--- config.mk ---
export PLATFORM = sky130hd
export DESIGN_NAME = wid_control_regs
export DESIGN_NICKNAME = d
export VERILOG_FILES = /design/src/core/wid_pkg.sv /design/src/core/wid_control_regs.sv
export SDC_FILE = /design/constraint.sdc
export NUM_CORES = 1
export LEC_CHECK = 0
export ABC_AREA = 1
export BUFFER_PORTS_ARGS = -buffer_cell sky130_fd_sc_hd__buf_4
export CAP_MARGIN = 20
export CORE_MARGIN = 2
export CORE_UTILIZATION = 25
export CTS_CLUSTER_DIAMETER = 120
export DETAILED_ROUTE_END_ITERATION = 12
export GPL_ROUTABILITY_DRIVEN = 0
export GPL_TIMING_DRIVEN = 0
export PLACE_DENSITY = 0.45
export SETUP_SLACK_MARGIN = 0.2
export SYNTH_ARGS = -nofsm -noshare
export SYNTH_HDL_FRONTEND = slang
export SYNTH_SLANG_ARGS = --single-unit
--- constraint.sdc ---
create_clock -name clk -period 5.6 [get_ports clk]
set_input_delay 0.84 -clock clk [delete_from_list [all_inputs] [get_ports clk]]
set_output_delay 0.84 -clock clk [all_outputs]
set_load 0.05 [all_outputs]
--- src/core/wid_pkg.sv ---
// Package: constants and types of the aspect and ID control block
`default_nettype none
package wid_pkg;
    // ==========================================
    // Serial bus
    localparam logic [6:0] SLAVE_ADDR = 7'h1C;     // Own 7-bit bus address
    localparam logic [3:0] BITS_BYTE = 4'h8;       // Bits per byte
    localparam logic [1:0] WRITE_BYTES = 2'h2;     // Setting bytes accepted
    // ==========================================
    // Reset values and forced values
    localparam logic [7:0] CFG1_RESET = 8'h14;     // Standard check levels
    localparam logic [7:0] CFG2_RESET = 8'h00;     // 525/60, no reset bits
    localparam logic [1:0] LOWF_LEVEL_FIX = 2'h1;  // Low-frequency level 01
    localparam logic [1:0] LUMA_LEVEL_LO = 2'h1;   // Clock pin low: 01
    localparam logic [1:0] LUMA_LEVEL_HI = 2'h2;   // Clock pin high: 10
    // ==========================================
    // Aspect transition wait
    localparam int CLK_MHZ = 100;                  // Core clock rate
    localparam int WAIT_MS = 1000;                 // Least wait, 1 s
    localparam int WAIT_CYC = WAIT_MS * 1000 * CLK_MHZ; // Wait in cycles
    localparam int WAIT_W = 27;                    // Wait counter width
    // ==========================================
    // Aspect codes
    localparam logic [1:0] ASP_NORMAL = 2'h0;      // 4:3 picture
    localparam logic [1:0] ASP_WIDE = 2'h1;        // 16:9 picture
    localparam logic [1:0] ASP_SUBT = 2'h2;        // Wide with subtitles
    // ==========================================
    // Types
    typedef enum logic [2:0] {
        BUS_IDLE, BUS_ADDR, BUS_AACK, BUS_WDATA, BUS_WACK, BUS_RDATA, BUS_RACK
    } wid_bus_e;                                   // Serial slave states
    typedef struct packed {
        logic subcarrierCheckDisable;              // Amplitude check off
        logic secondIdDecoderReset;                // Second decoder reset
        logic [1:0] lowFreqCheckLevel;             // Low-frequency level
        logic [1:0] lumaCheckLevel;                // Luminance level
        logic singleLineWindow;                    // One line only
        logic firstIdDecoderReset;                 // First decoder reset
        logic aspectReset;                         // Aspect reset to 4:3
        logic instantSwitch;                       // Skip the wait
        logic [3:0] testBits;                      // Test bits
        logic upperAreaSelect;                     // Upper area select
        logic lineStandardSelect;                  // 0 = 525/60
    } wid_cfg_s;
    typedef struct packed {
        logic [1:0] secondIdBits;                  // Second ID bits 3, 5
        logic secondIdValid;                       // Second ID valid
        logic [1:0] firstIdBits;                   // Full mode, letterbox
        logic firstIdValid;                        // First ID valid
        logic [1:0] aspectResult;                  // Aspect decision
    } wid_status_s;
    typedef struct packed {
        logic [1:0] busSync;                       // Mode select sync
        logic [1:0] sclSync;                       // Clock pin sync
        logic [1:0] sdaSync;                       // Data pin sync
        logic sclPrev;                             // Clock for edges
        logic sdaPrev;                             // Data for edges
        wid_bus_e bus;                             // Slave state
        logic [3:0] bitCnt;                        // Bit count
        logic [7:0] shift;                         // Shift register
        logic readMode;                            // Read transfer
        logic [1:0] byteIdx;                       // Written byte index
        logic drvLow;                              // Pull data low
        logic [7:0] cfg1;                          // First setting byte
        logic [7:0] cfg2;                          // Second setting byte
        wid_cfg_s cfg;                             // Settings in force
        logic instPrev;                            // Instant bit delayed
        logic noWait;                              // Wait skipped
        logic [WAIT_W-1:0] waitCnt;                // Wait counter
        logic [1:0] aspect;                        // Aspect output
        logic [4:0] pins;                          // Direct pins
    } wid_state_s;
endpackage
`default_nettype wire

--- src/core/wid_control_regs.sv ---
// Module: serial settings, status byte, bus-free mode and direct pins
// How it works
// - Status bit 2 is first ID valid
// - Status bits 1:0 give aspect code
// - Mode select low: no bus, pins are settings
// - Bus-free forces other settings to fixed values
// - Bus-free check disable follows data pin
// - Bus-free luma level follows clock pin
// - ID pins are result AND valid, wide pins decode aspect output
// - Status byte keeps results and valids apart
// - Setting pairs give ghost and weak strengths
// - Check disable stops subcarrier amplitude check
// - Luma field sets confirmation threshold
// - Instant bit rise shows current judgement
// - No-wait ends on change or bit low
// - Aspect output waits before following judgement
// - Two bytes written, one byte read
// - Serial bus active only in bus mode
`default_nettype none
module wid_control_regs #(
    parameter int WAIT_CYCLES = wid_pkg::WAIT_CYC  // Aspect wait in cycles
) (
    input wire logic clk,                          // 100 MHz clock
    input wire logic reset,                        // Async reset, high
    input wire logic busModeSelect,                // Pin: 1 = bus mode
    input wire logic sclIn,                        // Pin: serial clock
    input wire logic sdaIn,                        // Pin: serial data in
    output logic sdaOut,                           // Serial data out, 0
    output logic sdaOe,                            // Pull data line low
    input wire logic [1:0] firstIdBits,            // First ID result
    input wire logic firstIdValid,                 // First ID valid
    input wire logic [1:0] secondIdBits,           // Second ID result
    input wire logic secondIdValid,                // Second ID valid
    input wire logic [1:0] aspectJudge,            // Judgement in progress
    output wid_pkg::wid_cfg_s settings,            // Settings to decoders
    output logic [1:0] aspectResult,               // Aspect output code
    output logic letterboxOut,                     // Letterbox pin
    output logic fullModeOut,                      // Full mode pin
    output logic secondIdOut,                      // Second ID bit pin
    output logic widePlainOut,                     // Wide, no subtitles
    output logic wideSubtitleOut                   // Wide with subtitles
);
    // ==========================================
    // State
    wid_pkg::wid_state_s st;                       // Registered state
    wid_pkg::wid_state_s next_st;                  // Next state
    wid_pkg::wid_status_s status;                  // Status byte fields
    logic busOn;                                   // Bus mode, synced
    logic sclRise;                                 // Clock rising
    logic sclFall;                                 // Clock falling
    logic startSeen;                               // Start condition
    logic stopSeen;                                // Stop condition
    localparam logic [wid_pkg::WAIT_W-1:0] WAIT_LAST =
        wid_pkg::WAIT_W'(WAIT_CYCLES - 1);         // Last wait count

    // ==========================================
    // Edge and condition detect on synced pins
    assign busOn = st.busSync[1];
    assign sclRise = st.sclSync[1] & ~st.sclPrev;
    assign sclFall = ~st.sclSync[1] & st.sclPrev;
    assign startSeen = st.sclSync[1] & st.sclPrev & st.sdaPrev & ~st.sdaSync[1];
    assign stopSeen = st.sclSync[1] & st.sclPrev & ~st.sdaPrev & st.sdaSync[1];

    // Status byte from live results, kept apart
    always_comb begin
        status.secondIdBits = secondIdBits;
        status.secondIdValid = secondIdValid;
        status.firstIdBits = firstIdBits;
        status.firstIdValid = firstIdValid;
        status.aspectResult = st.aspect;
    end

    // ==========================================
    // Next-state logic
    always_comb begin
        next_st = st;
        // Two-stage pin synchronisers
        next_st.busSync = {st.busSync[0], busModeSelect};
        next_st.sclSync = {st.sclSync[0], sclIn};
        next_st.sdaSync = {st.sdaSync[0], sdaIn};
        next_st.sclPrev = st.sclSync[1];
        next_st.sdaPrev = st.sdaSync[1];
        // Serial slave
        if (!busOn) begin
            // Bus ignored in bus-free mode
            next_st.bus = wid_pkg::BUS_IDLE;
            next_st.drvLow = 1'b0;
        end else if (startSeen) begin
            // Start or repeated start
            next_st.bus = wid_pkg::BUS_ADDR;
            next_st.bitCnt = '0;
            next_st.byteIdx = '0;
            next_st.drvLow = 1'b0;
        end else if (stopSeen) begin
            next_st.bus = wid_pkg::BUS_IDLE;
            next_st.drvLow = 1'b0;
        end else begin
            unique case (st.bus)
                wid_pkg::BUS_IDLE: begin
                    next_st.drvLow = 1'b0;
                end
                wid_pkg::BUS_ADDR, wid_pkg::BUS_WDATA: begin
                    // Shift in on rise, decide after eighth bit
                    if (sclRise) begin
                        next_st.shift = {st.shift[6:0], st.sdaSync[1]};
                        next_st.bitCnt = st.bitCnt + 4'h1;
                    end else if (sclFall && st.bitCnt == wid_pkg::BITS_BYTE) begin
                        next_st.bitCnt = '0;
                        if (st.bus == wid_pkg::BUS_ADDR) begin
                            if (st.shift[7:1] == wid_pkg::SLAVE_ADDR) begin
                                next_st.readMode = st.shift[0];
                                next_st.drvLow = 1'b1;
                                next_st.bus = wid_pkg::BUS_AACK;
                            end else begin
                                next_st.bus = wid_pkg::BUS_IDLE;
                            end
                        end else if (st.byteIdx < wid_pkg::WRITE_BYTES) begin
                            // Store setting byte and acknowledge
                            if (st.byteIdx == 2'h0) begin
                                next_st.cfg1 = st.shift;
                            end else begin
                                next_st.cfg2 = st.shift;
                            end
                            next_st.byteIdx = st.byteIdx + 2'h1;
                            next_st.drvLow = 1'b1;
                            next_st.bus = wid_pkg::BUS_WACK;
                        end else begin
                            // Extra byte: no acknowledge
                            next_st.bus = wid_pkg::BUS_IDLE;
                        end
                    end
                end
                wid_pkg::BUS_AACK, wid_pkg::BUS_WACK: begin
                    // After acknowledge clock: release, or put out status bit 7 in a read
                    if (sclFall) begin
                        next_st.bitCnt = '0;
                        if (st.bus == wid_pkg::BUS_AACK && st.readMode) begin
                            next_st.shift = status;
                            next_st.drvLow = ~status[7];
                            next_st.bus = wid_pkg::BUS_RDATA;
                        end else begin
                            next_st.drvLow = 1'b0;
                            next_st.bus = wid_pkg::BUS_WDATA;
                        end
                    end
                end
                wid_pkg::BUS_RDATA: begin
                    // Next bit on each fall, release after eight
                    if (sclFall) begin
                        next_st.bitCnt = st.bitCnt + 4'h1;
                        next_st.shift = {st.shift[6:0], 1'b0};
                        if (st.bitCnt == wid_pkg::BITS_BYTE - 4'h1) begin
                            next_st.drvLow = 1'b0;
                            next_st.bus = wid_pkg::BUS_RACK;
                        end else begin
                            next_st.drvLow = ~st.shift[6];
                        end
                    end
                end
                wid_pkg::BUS_RACK: begin
                    // One status byte only, then wait for stop
                    if (sclRise) begin
                        next_st.bus = wid_pkg::BUS_IDLE;
                    end
                end
                default: begin
                    next_st.bus = wid_pkg::BUS_IDLE;
                end
            endcase
        end
        // Settings in force
        if (busOn) begin
            next_st.cfg = {st.cfg1, st.cfg2};
        end else begin
            next_st.cfg = '0;
            next_st.cfg.lowFreqCheckLevel = wid_pkg::LOWF_LEVEL_FIX;
            next_st.cfg.subcarrierCheckDisable = st.sdaSync[1];
            next_st.cfg.lumaCheckLevel = st.sclSync[1] ?
                wid_pkg::LUMA_LEVEL_HI : wid_pkg::LUMA_LEVEL_LO;
        end
        // Aspect output with transition wait
        next_st.instPrev = st.cfg.instantSwitch;
        if (st.cfg.aspectReset) begin
            next_st.aspect = wid_pkg::ASP_NORMAL;
            next_st.waitCnt = '0;
            next_st.noWait = 1'b0;
        end else begin
            if (st.cfg.instantSwitch && !st.instPrev) begin
                next_st.noWait = 1'b1;
            end else if (!st.cfg.instantSwitch) begin
                next_st.noWait = 1'b0;
            end
            if (aspectJudge == st.aspect) begin
                next_st.waitCnt = '0;
            end else if (next_st.noWait || st.waitCnt == WAIT_LAST) begin
                next_st.aspect = aspectJudge;
                next_st.waitCnt = '0;
                next_st.noWait = 1'b0;
            end else begin
                next_st.waitCnt = st.waitCnt + 1'b1;
            end
        end
        // Direct pins: ID result AND valid, wide pins from aspect output
        next_st.pins = {firstIdBits[0] & firstIdValid,
                        firstIdBits[1] & firstIdValid,
                        secondIdBits[1] & secondIdValid,
                        st.aspect == wid_pkg::ASP_WIDE,
                        st.aspect == wid_pkg::ASP_SUBT};
    end

    // ==========================================
    // State register
    always_ff @(posedge clk or posedge reset) begin
        if (reset) begin
            st <= '0;
            st.sclSync <= 2'h3;
            st.sdaSync <= 2'h3;
            st.sclPrev <= 1'b1;
            st.sdaPrev <= 1'b1;
            st.cfg1 <= wid_pkg::CFG1_RESET;
            st.cfg2 <= wid_pkg::CFG2_RESET;
            st.bus <= wid_pkg::BUS_IDLE;
        end else begin
            st <= next_st;
        end
    end

    // ==========================================
    // Outputs
    assign sdaOut = 1'b0;
    assign sdaOe = st.drvLow;
    assign settings = st.cfg;
    assign aspectResult = st.aspect;
    assign {letterboxOut, fullModeOut, secondIdOut, widePlainOut, wideSubtitleOut} = st.pins;
endmodule
`default_nettype wire

==> results.toml, run 1 <==
[worst_setup_path]
critical_path_buf_inv_count = 2
cpMostUsedCell = "nand2_1"
slowest_stage = "dfrtp_1"
required_ns = 5.83
worstPathArrival_ns = 2.26
path_depth = 9
critPathLaunchType = "flop"
worstSetupEndpoint = "st[23]"
r2r-start = "st[7]"
crit_chain = "ha_1 -> nand2_1 -> nor2_2 -> nand2_1 -> inv_1 -> nand3_1 -> nand3_2 -> buf_2 -> nor2_1"
crit_start = "st[7]"
crit_family = "simple AND/OR/NAND/NOR gates"
critPathKind = "reg -> reg"
crit_fanout = 10
slowest_delay_ns = 0.41
worstReg2RegEnd = "st[23]"
endpoint_kind = "flop"
worst_r2r_path_depth = 9
r2r_slack_ns = 3.57

[synth]
ys_seq_area_share_pct = 48.8
syn_inst = 628
yosys.area.top_type = "dfrtp_1"
ys_warn_count = 0
synth_flop_cell = "dfrtp_1"
synth-seq-cells = 95
synth_edf_count = 0
syn-num-nets = 645
synthTopCellsByArea = "dfrtp_1 44%, nand2_1 14%, nor2_1 6.7%"
syn_area_mm2 = 0.00490
async_flop_share_pct = 100
yosysUniqueCellTypes = 31
netlist.area_leader.share_pct = 44.5
syn_avg_cell_area_um2 = 7.80

[final_layout]
fin_util_pct = 29.9
diodes = 0
area_growth_pct = 18.1
fin_nets = 693
drive_above_1_share_pct = 16.6
final_cells = 945

[power]
leakage_nw = 2.82
power_mw = 1.47
ir_worst_vdd_mv = 0.122
p_per_area_mw_per_mm2 = 254

[die]
die_h_um = 144
die_x_um = 144
start_util_pct = 25.3
die_area_mm2 = 0.0207
fp-row-count = 51
core_area_mm2 = 0.0193
pin_count = 38

[routing]
viasPerCell = 4.08
avgRoutedWirePerCell_um = 12.3
via_count = 3854
drt_iter0_markers = 171
firstDrtPassIters = 4
drt-total-wl_um = 11700
drc = 0
ant_nets = 0

[clocking]
clockBufferDepth = 2
cts_sinks = 95
postCtsResizedCells = 0
cts_root_buffer = "clkbuf_16"
cts_tree = "yes"
ctsHtreeMaxLevel = 3
clkLatencyLatePin_ns = 0.35
postCtsSetupBuffers = 0
cts.clk_slew.worst_paths_ns = 0.07
hold_buffers = 0
cts_buffers = 9

[sta]
rsz0062_at_grt = "false"
fmaxAchievable_ghz = 0.492
hold_viol = 0
period_share_pct = 36.3
holdWs_ns = 0.350
final-max-slew-violation-count = 0
finalCriticalPeriod_ns = 2.03
fin_skew_ns = 0.00540
finalSetupViolations = 0
fin_setup_tns_ns = 0

[grt]
overflow = 0
grt_pass1_vias = 3828
grtUsageTotal_pct = 12.1
grt_max_degree = 68
grt_antenna_before_repair = 0
grt_pass1_wl_um = 19600

[run]
maxCapViolations = 0

[placed_design]
numPortBuffers = 36
dp_cells = 930
dp_hpwl_um = 8550

[min_path]
hold_path.class = "reg -> reg"

[status]
status = "complete, no violations"
==> placed cells by master (no fill, tap or decap), types with 5 or more instances in the layout <==
cell type / count
xnor2_1: 8
nand4_1: 8
o21ai_0: 29
a21oi_1: 11
nand2_1: 180
nor2_1: 88
nand2_2: 5
inv_2: 6
dfrtp_1: 87
dfstp_2: 8
clkbuf_1: 5
nor2_4: 6
buf_4: 56
nor3_1: 17
inv_1: 70
o21ai_1: 12
xor2_1: 9
clkbuf_16: 9
nand3_1: 30
==> state kept, by name, indices dropped and copies added (netlist names) <==
signal           count
next_st              5
st                  65
busOn                1
fullModeOut          1
letterboxOut         1
secondIdOut          1
wideSubtitleOut      1
aspectResult         2
widePlainOut         1
settings            16
sdaOe                1
==> worst min path at each step <==
stage / from / to / slack (ns) / cells past startpoint
after floorplan: next_st[94] / busOn / 0.33 / 0
after global placement: next_st[94] / busOn / 0.34 / 0
after detailed placement: next_st[94] / busOn / 0.34 / 0
after CTS: next_st[94] / busOn / 0.35 / 0
after global routing: next_st[94] / busOn / 0.35 / 0
final: next_st[94] / busOn / 0.35 / 0
==> area by class of cell <==
cell class	instances	area, um^2
buffer	27	194
clock buffer	11	233
clock inverter	4	23.8
fill	2103	13600
inverter	77	292
multi-input combinational	429	2030
sequential	95	2390
tap	265	332
timing repair buffer	37	298
==> power breakdown <==
group          switching (mW)  total (mW)  internal [mW]
combinational          0.0895       0.136         0.0464
sequential             0.0396       0.763          0.723
clock                   0.273       0.571          0.298
==> metal layers <==
layer	wire (um)	share of wire (%)	vias up	GRT usage (%)
li1	-	-	2048	-
met1	6300	54	1758	17.8
met2	4900	42	37	17.7
met3	264	2.3	11	2.13
met4	202	1.7	0	4.70
met5	0	0	-	0
==> cells by family (layout without fill, tap and decap cells) <==
kind of cell	Yosys count	after routing	synth area share, %
simple gates	349	349	31.1
other cells	1	1	0.0766
fa+ha+maj	4	4	1.02
buf+inv	104	156	9.86
flops	95	95	48.8
compound gates	58	58	6.16
xor+xnor	17	17	3.04
==> synth_stat cells (6+ instances only) <==
library cell and n:
dfrtp_1 87, xor2_1 9, o21ai_1 12, buf_4 20, inv_2 6, nor2_1 88, a21oi_1 11, o21ai_0 29
nor2_4 6, dfstp_2 8, nor3_1 17, inv_1 71, xnor2_1 8, nand3_1 30, nand2_1 180, nand4_1 8
==> stage by stage <==
stage | instance area, um^2 | worst slack [ns]
CTS | 5780 | 3.55
global route | 5780 | 3.37
floorplan | 4900 | 2.30
detailed placement | 5530 | 3.56
finish | 5780 | 3.57
global placement | 5500 | 0.791
No activity file was read; power rests on OpenSTA's default activity.
==> inputs of run 2 (changes only) <==
--- a/config.mk
+++ b/config.mk
@@ -14,7 +14,7 @@
 export DETAILED_ROUTE_END_ITERATION = 12
 export GPL_ROUTABILITY_DRIVEN = 0
 export GPL_TIMING_DRIVEN = 0
-export PLACE_DENSITY = 0.45
+export PLACE_DENSITY = 0.46
 export SETUP_SLACK_MARGIN = 0.2
 export SYNTH_ARGS = -nofsm -noshare
 export SYNTH_HDL_FRONTEND = slang
==> constraint.sdc (replaced) <==
create_clock -name clk -period 1.85 [get_ports clk]
set_input_delay 0.2775 -clock clk [delete_from_list [all_inputs] [get_ports clk]]
set_output_delay 0.2775 -clock clk [all_outputs]
set_load 0.05 [all_outputs]
==> run 2 against run 1 <==
Compared with the run above:
- critical path type unchanged
- critical endpoint is now st[63]
- global-route usage increased by 0.50 points
- design area up 8.0%
- die area stayed put
- critical path depth increased by 1
- clock skew up 0.0060 ns
- clock power increased to 3.0 times the previous value
- sequential share of layout area fell by 3.0 points
- register-to-register slack got worse by 3.4 ns
- worst hold slack got worse by 0.31 ns
- combinational power rose to 3.6 times the previous value
- first-iteration DRC count grew 15%
- non-clock buffer count up 23
==> results.toml, run 2 (synthesized netlist as in run 1, its figures left out) <==
[sta]
holdWs_ns = 0.0378
hold_viol = 0
rsz0062_at_grt = "true"
fin_setup_tns_ns = 0
fmaxAchievable_ghz = 0.592
fin_skew_ns = 0.0114
finalCriticalPeriod_ns = 1.69
finalSetupViolations = 0
final-max-slew-violation-count = 0
period_share_pct = 91.3

[final_layout]
final_common_cell = "nand2_1"
final_cell_mix = "171 x nand2_1, 86 x dfrtp_1, 75 x nor2_1"
fin_nets = 718
final-seq-area_mm2 = 0.00239
area_growth_pct = 27.5
multi_input_area_mm2 = 0.00224
drive_above_1_share_pct = 25.8
fill_cells = 2072
diodes = 0
largest_register_ffs = 65
largest_register = "st"

[clocking]
cts_buffers = 9
clockBufferDepth = 2
ctsHtreeMaxLevel = 3
clkLatencyLatePin_ns = 0.35
cts.clk_slew.worst_paths_ns = 0.07
cts_sinks = 95
cts_root_buffer = "clkbuf_16"
cts_tree = "yes"

[die]
die_area_mm2 = 0.0207
pin_count = 38
die_x_um = 144
core_area_mm2 = 0.0193
fp-row-count = 51
die_h_um = 144
start_util_pct = 25.3

[min_path]
hold_path.class = "in -> reg"

[routing]
firstDrtPassIters = 6
ant_nets = 0
viasPerCell = 4.17
drt-total-wl_um = 12300
avgRoutedWirePerCell_um = 12.7
via_count = 4051
drt_iter0_markers = 196
drc = 0

[worst_setup_path]
critPathLaunchType = "flop"
crit_fanout = 6
worstReg2RegEnd = "st[63]"
crit_chain = "inv_2 -> ha_2 -> nand3_2 -> nor2_4 -> nand2_4 -> nor2_4 -> nand2_4 -> buf_6 -> o21ai_2 -> nand2_1"
r2r-start = "st[81]"
r2r_slack_ns = 0.16
critical_path_buf_inv_count = 2
worstSetupEndpoint = "st[63]"
crit_start = "st[81]"
required_ns = 2.09
critPathKind = "reg -> reg"
endpoint_kind = "flop"
path_depth = 10
slowest_delay_ns = 0.40
worst_r2r_path_depth = 10
worstPathArrival_ns = 1.93
crit_family = "simple AND/OR/NAND/NOR gates"
slowest_stage = "dfrtp_1"

[grt]
grtUsageTotal_pct = 12.6
grt_pass1_vias = 3954
grt_antenna_before_repair = 0
overflow = 0
grt_max_degree = 38
grt_pass1_wl_um = 20400

[power]
p_per_area_mw_per_mm2 = 727
leakage_nw = 3.00
ir_worst_vdd_mv = 0.421

[placed_design]
numPortBuffers = 36
dp_hpwl_um = 8780

[run]
maxCapViolations = 0

[status]
status = "complete, no violations"
-- run 2: layout make-up --
class | count | area share [%]
buffer | 27 | 3.45
clock buffer | 11 | 3.73
clock inverter | 5 | 0.541
inverter | 77 | 4.73
multi-input combinational | 431 | 35.9
sequential | 95 | 38.2
tap | 265 | 5.31
timing repair buffer | 60 | 8.09
-- run 2: worst min path at each step --
stage,startpoint,to,cells after the start
after floorplan,sdaIn,next_st[90],0
after global placement,next_st[94],busOn,0
after detailed placement,reset,settings[1],2
after CTS,sdaIn,next_st[90],1
after global routing,sdaIn,next_st[90],1
final,sclIn,next_st[92],1
-- run 2: per-stage QoR --
step | util, % | power [mW] | setup WS [ns] | cells | instance area [um^2]
6_report | 32.3 | 4.54 | 0.161 | 971 | 6240
5_1_grt | 32.3 | 4.78 | 0.0467 | 971 | 6240
4_1_cts | 31.4 | 4.59 | 0.120 | 962 | 6070
3_5_place_dp | 28.8 | 2.78 | -0.164 | 932 | 5560
3_3_place_gp | 28.5 | 2.76 | -0.350 | 929 | 5500
2_1_floorplan | - | 2.60 | 0.234 | 628 | 4900
-- run 2: power breakdown --
part	switching [mW]	total [mW]	internal, mW
Combinational	0.303	0.486	0.184
Clock	0.828	1.74	0.914
Sequential	0.124	2.31	2.19
Total	1.25	4.54	3.29
-- run 2: repair_timing --
item	in CTS	in global routing
gates resized for setup	40	36
hold buffers	1	0
hold endpoints to repair	2	0
pin swaps	31	19
buffers inserted	10	8
setup endpoints to repair	54	62
gates cloned	3	1
-- run 2: layer usage --
| layer | vias to the layer above | GRT usage [%] | wire length (um) |
|---|---|---|---|
| li1 | 2085 | - | - |
| met1 | 1904 | 16.2 | 5720 |
| met2 | 53 | 21.2 | 6080 |
| met3 | 9 | 3.50 | 411 |
| met4 | 0 | 2.94 | 123 |
| met5 | - | 0 | 0 |
-- run 2: worst reg2reg max path: cells and delay by family (launching register included) --
family | cells | cell delay (ns)
flops | 1 | 0.40
simple gates | 6 | 0.69
buf+inv | 2 | 0.22
compound gates | 1 | 0.10
fa+ha+maj | 1 | 0.18
==> inputs of run 3 (changes only) <==
--- a/config.mk
+++ b/config.mk
@@ -14,6 +14,7 @@
 export DETAILED_ROUTE_END_ITERATION = 12
 export GPL_ROUTABILITY_DRIVEN = 0
 export GPL_TIMING_DRIVEN = 0
+export HOLD_SLACK_MARGIN = 0.08
 export PLACE_DENSITY = 0.46
 export SETUP_SLACK_MARGIN = 0.2
 export SYNTH_ARGS = -nofsm -noshare
==> run 3 against run 2 <==
Compared with the run above:
- clock skew hardly changed
- final cell count is 0.31% higher
- critical path depth stayed put
- fmax is 0.14% lower
- register-to-register slack hardly changed
- design area is 0.48% higher
- worst hold slack better by 0.087 ns
- setup slack worse by 0.0024 ns
- sequential power hardly changed
- via count is 0.42% higher
- first-iteration DRC count is 9.7% higher
- combinational power is 1% higher
- critical endpoint is now st[61]
- largest cell class unchanged
==> results.toml, run 3 (synthesized netlist as in run 1, its figures left out) <==
[status]
status = "complete, no violations"

[worst_setup_path]
r2r-start = "st[81]"
crit_fanout = 6
r2r_slack_ns = 0.16
crit_chain = "inv_2 -> ha_2 -> nand3_2 -> nor2_4 -> nand2_4 -> nor2_4 -> nand2_4 -> buf_6 -> o21ai_2 -> nand2_1"
critPathLaunchType = "flop"
worstPathArrival_ns = 1.93
endpoint_kind = "flop"
crit_start = "st[81]"
slowest_delay_ns = 0.40
required_ns = 2.09
slowest_stage = "dfrtp_1"
critPathKind = "reg -> reg"

[final_layout]
drive_above_1_share_pct = 25.7
final_cell_mix = "171 x nand2_1, 86 x dfrtp_1, 75 x nor2_1"
final_common_cell = "nand2_1"
largest_register_ffs = 65
largest_register = "st"
area_growth_pct = 28.2
diodes = 0
fin_nets = 721

[die]
start_util_pct = 25.3
core_area_mm2 = 0.0193
die_x_um = 144
fp-row-count = 51
pin_count = 38
die_h_um = 144
die_area_mm2 = 0.0207

[routing]
ant_nets = 0
viasPerCell = 4.18
avgRoutedWirePerCell_um = 12.7
firstDrtPassIters = 4
via_count = 4068
drt-total-wl_um = 12300
drt_iter0_markers = 215
drc = 0

[sta]
fin_skew_ns = 0.0114
rsz0062_at_grt = "true"
period_share_pct = 91.4
finalCriticalPeriod_ns = 1.69
final-max-slew-violation-count = 0
finalSetupViolations = 0
holdWs_ns = 0.125
hold_viol = 0
fmaxAchievable_ghz = 0.591

[clocking]
cts_root_buffer = "clkbuf_16"
clkLatencyLatePin_ns = 0.35
ctsHtreeMaxLevel = 3
cts_tree = "yes"
clockBufferDepth = 2
cts_sinks = 95
cts_buffers = 9
cts.clk_slew.worst_paths_ns = 0.08

[power]
p_per_area_mw_per_mm2 = 724
ir_worst_vdd_mv = 0.421
leakage_nw = 3.01
power_mw = 4.54

[grt]
grt_max_degree = 38
grt_pass1_wl_um = 20400
overflow = 0
grt_pass1_vias = 3954
grt_antenna_before_repair = 0
grtUsageTotal_pct = 12.6

[min_path]
hold_path.class = "in -> reg"
min_from = "firstIdBits[0]"

[placed_design]
dp_hpwl_um = 8780
numPortBuffers = 36

[run]
maxCapViolations = 0
## run 3: cell count changes in the layout (fill, tap and decap cells not counted)
cell,previous run,this run
dlygate4sd3_1,1,4
## run 3: report_power, final
group / internal, mW / leakage [nW] / total (mW) / switching [mW]
logic: 0.188 / 1.62 / 0.491 / 0.304
registers: 2.19 / 1.26 / 2.31 / 0.125
clock network: 0.914 / 0.126 / 1.74 / 0.824
## run 3: final timing paths
path	depth (start not counted)	to
hold / removal	3	letterboxOut
setup / recovery	10	st[61]
hold reg to reg	0	busOn
max in group asynchronous	5	next_st[92]
min in group asynchronous	3	settings[1]
setup reg to reg	10	st[61]
## run 3: layout make-up
| cell class | instances | area, um^2 |
|---|---|---|
| buffer | 27 | 215 |
| clock buffer | 11 | 233 |
| clock inverter | 5 | 33.8 |
| fill | 2070 | 13100 |
| inverter | 77 | 295 |
| multi-input combinational | 431 | 2240 |
| sequential | 95 | 2390 |
| tap | 265 | 332 |
| timing repair buffer | 63 | 536 |
## run 3: timing repair
action / 4_1_cts / 5_1_grt
resized for setup: 40 / 36
endpoints found under the setup margin: 54 / 62
hold buffers: 4 / 0
pin swaps: 31 / 19
setup buffers: 10 / 8
hold endpoints to repair: 39 / 0
cloned: 3 / 1
## run 3: routing by layer
metal	up-vias	GRT usage [%]	wire (um)
li1	2090	-	-
met1	1913	16.2	5700
met2	56	21.2	6090
met3	9	3.50	426
met4	0	2.94	123
met5	-	0	0
## run 3: metrics by stage
step / instance area (um^2) / util (%) / worst slack (ns) / TNS (ns) / std cells
floorplan: 4900 / - / 0.234 / 0 / 628
global placement: 5500 / 28.5 / -0.350 / -32.64 / 929
detailed placement: 5560 / 28.8 / -0.164 / -2.64 / 932
CTS: 6100 / 31.6 / 0.120 / 0 / 965
global route: 6270 / 32.5 / 0.0467 / 0 / 974
finish: 6270 / 32.5 / 0.158 / 0 / 974
## run 3: worst max-delay path, delay by kind of cell, from the launching register on
family          cells  cell delay (ns)
simple gates        6             0.68
flops               1             0.40
buf+inv             2             0.22
fa+ha+maj           1             0.18
compound gates      1             0.10
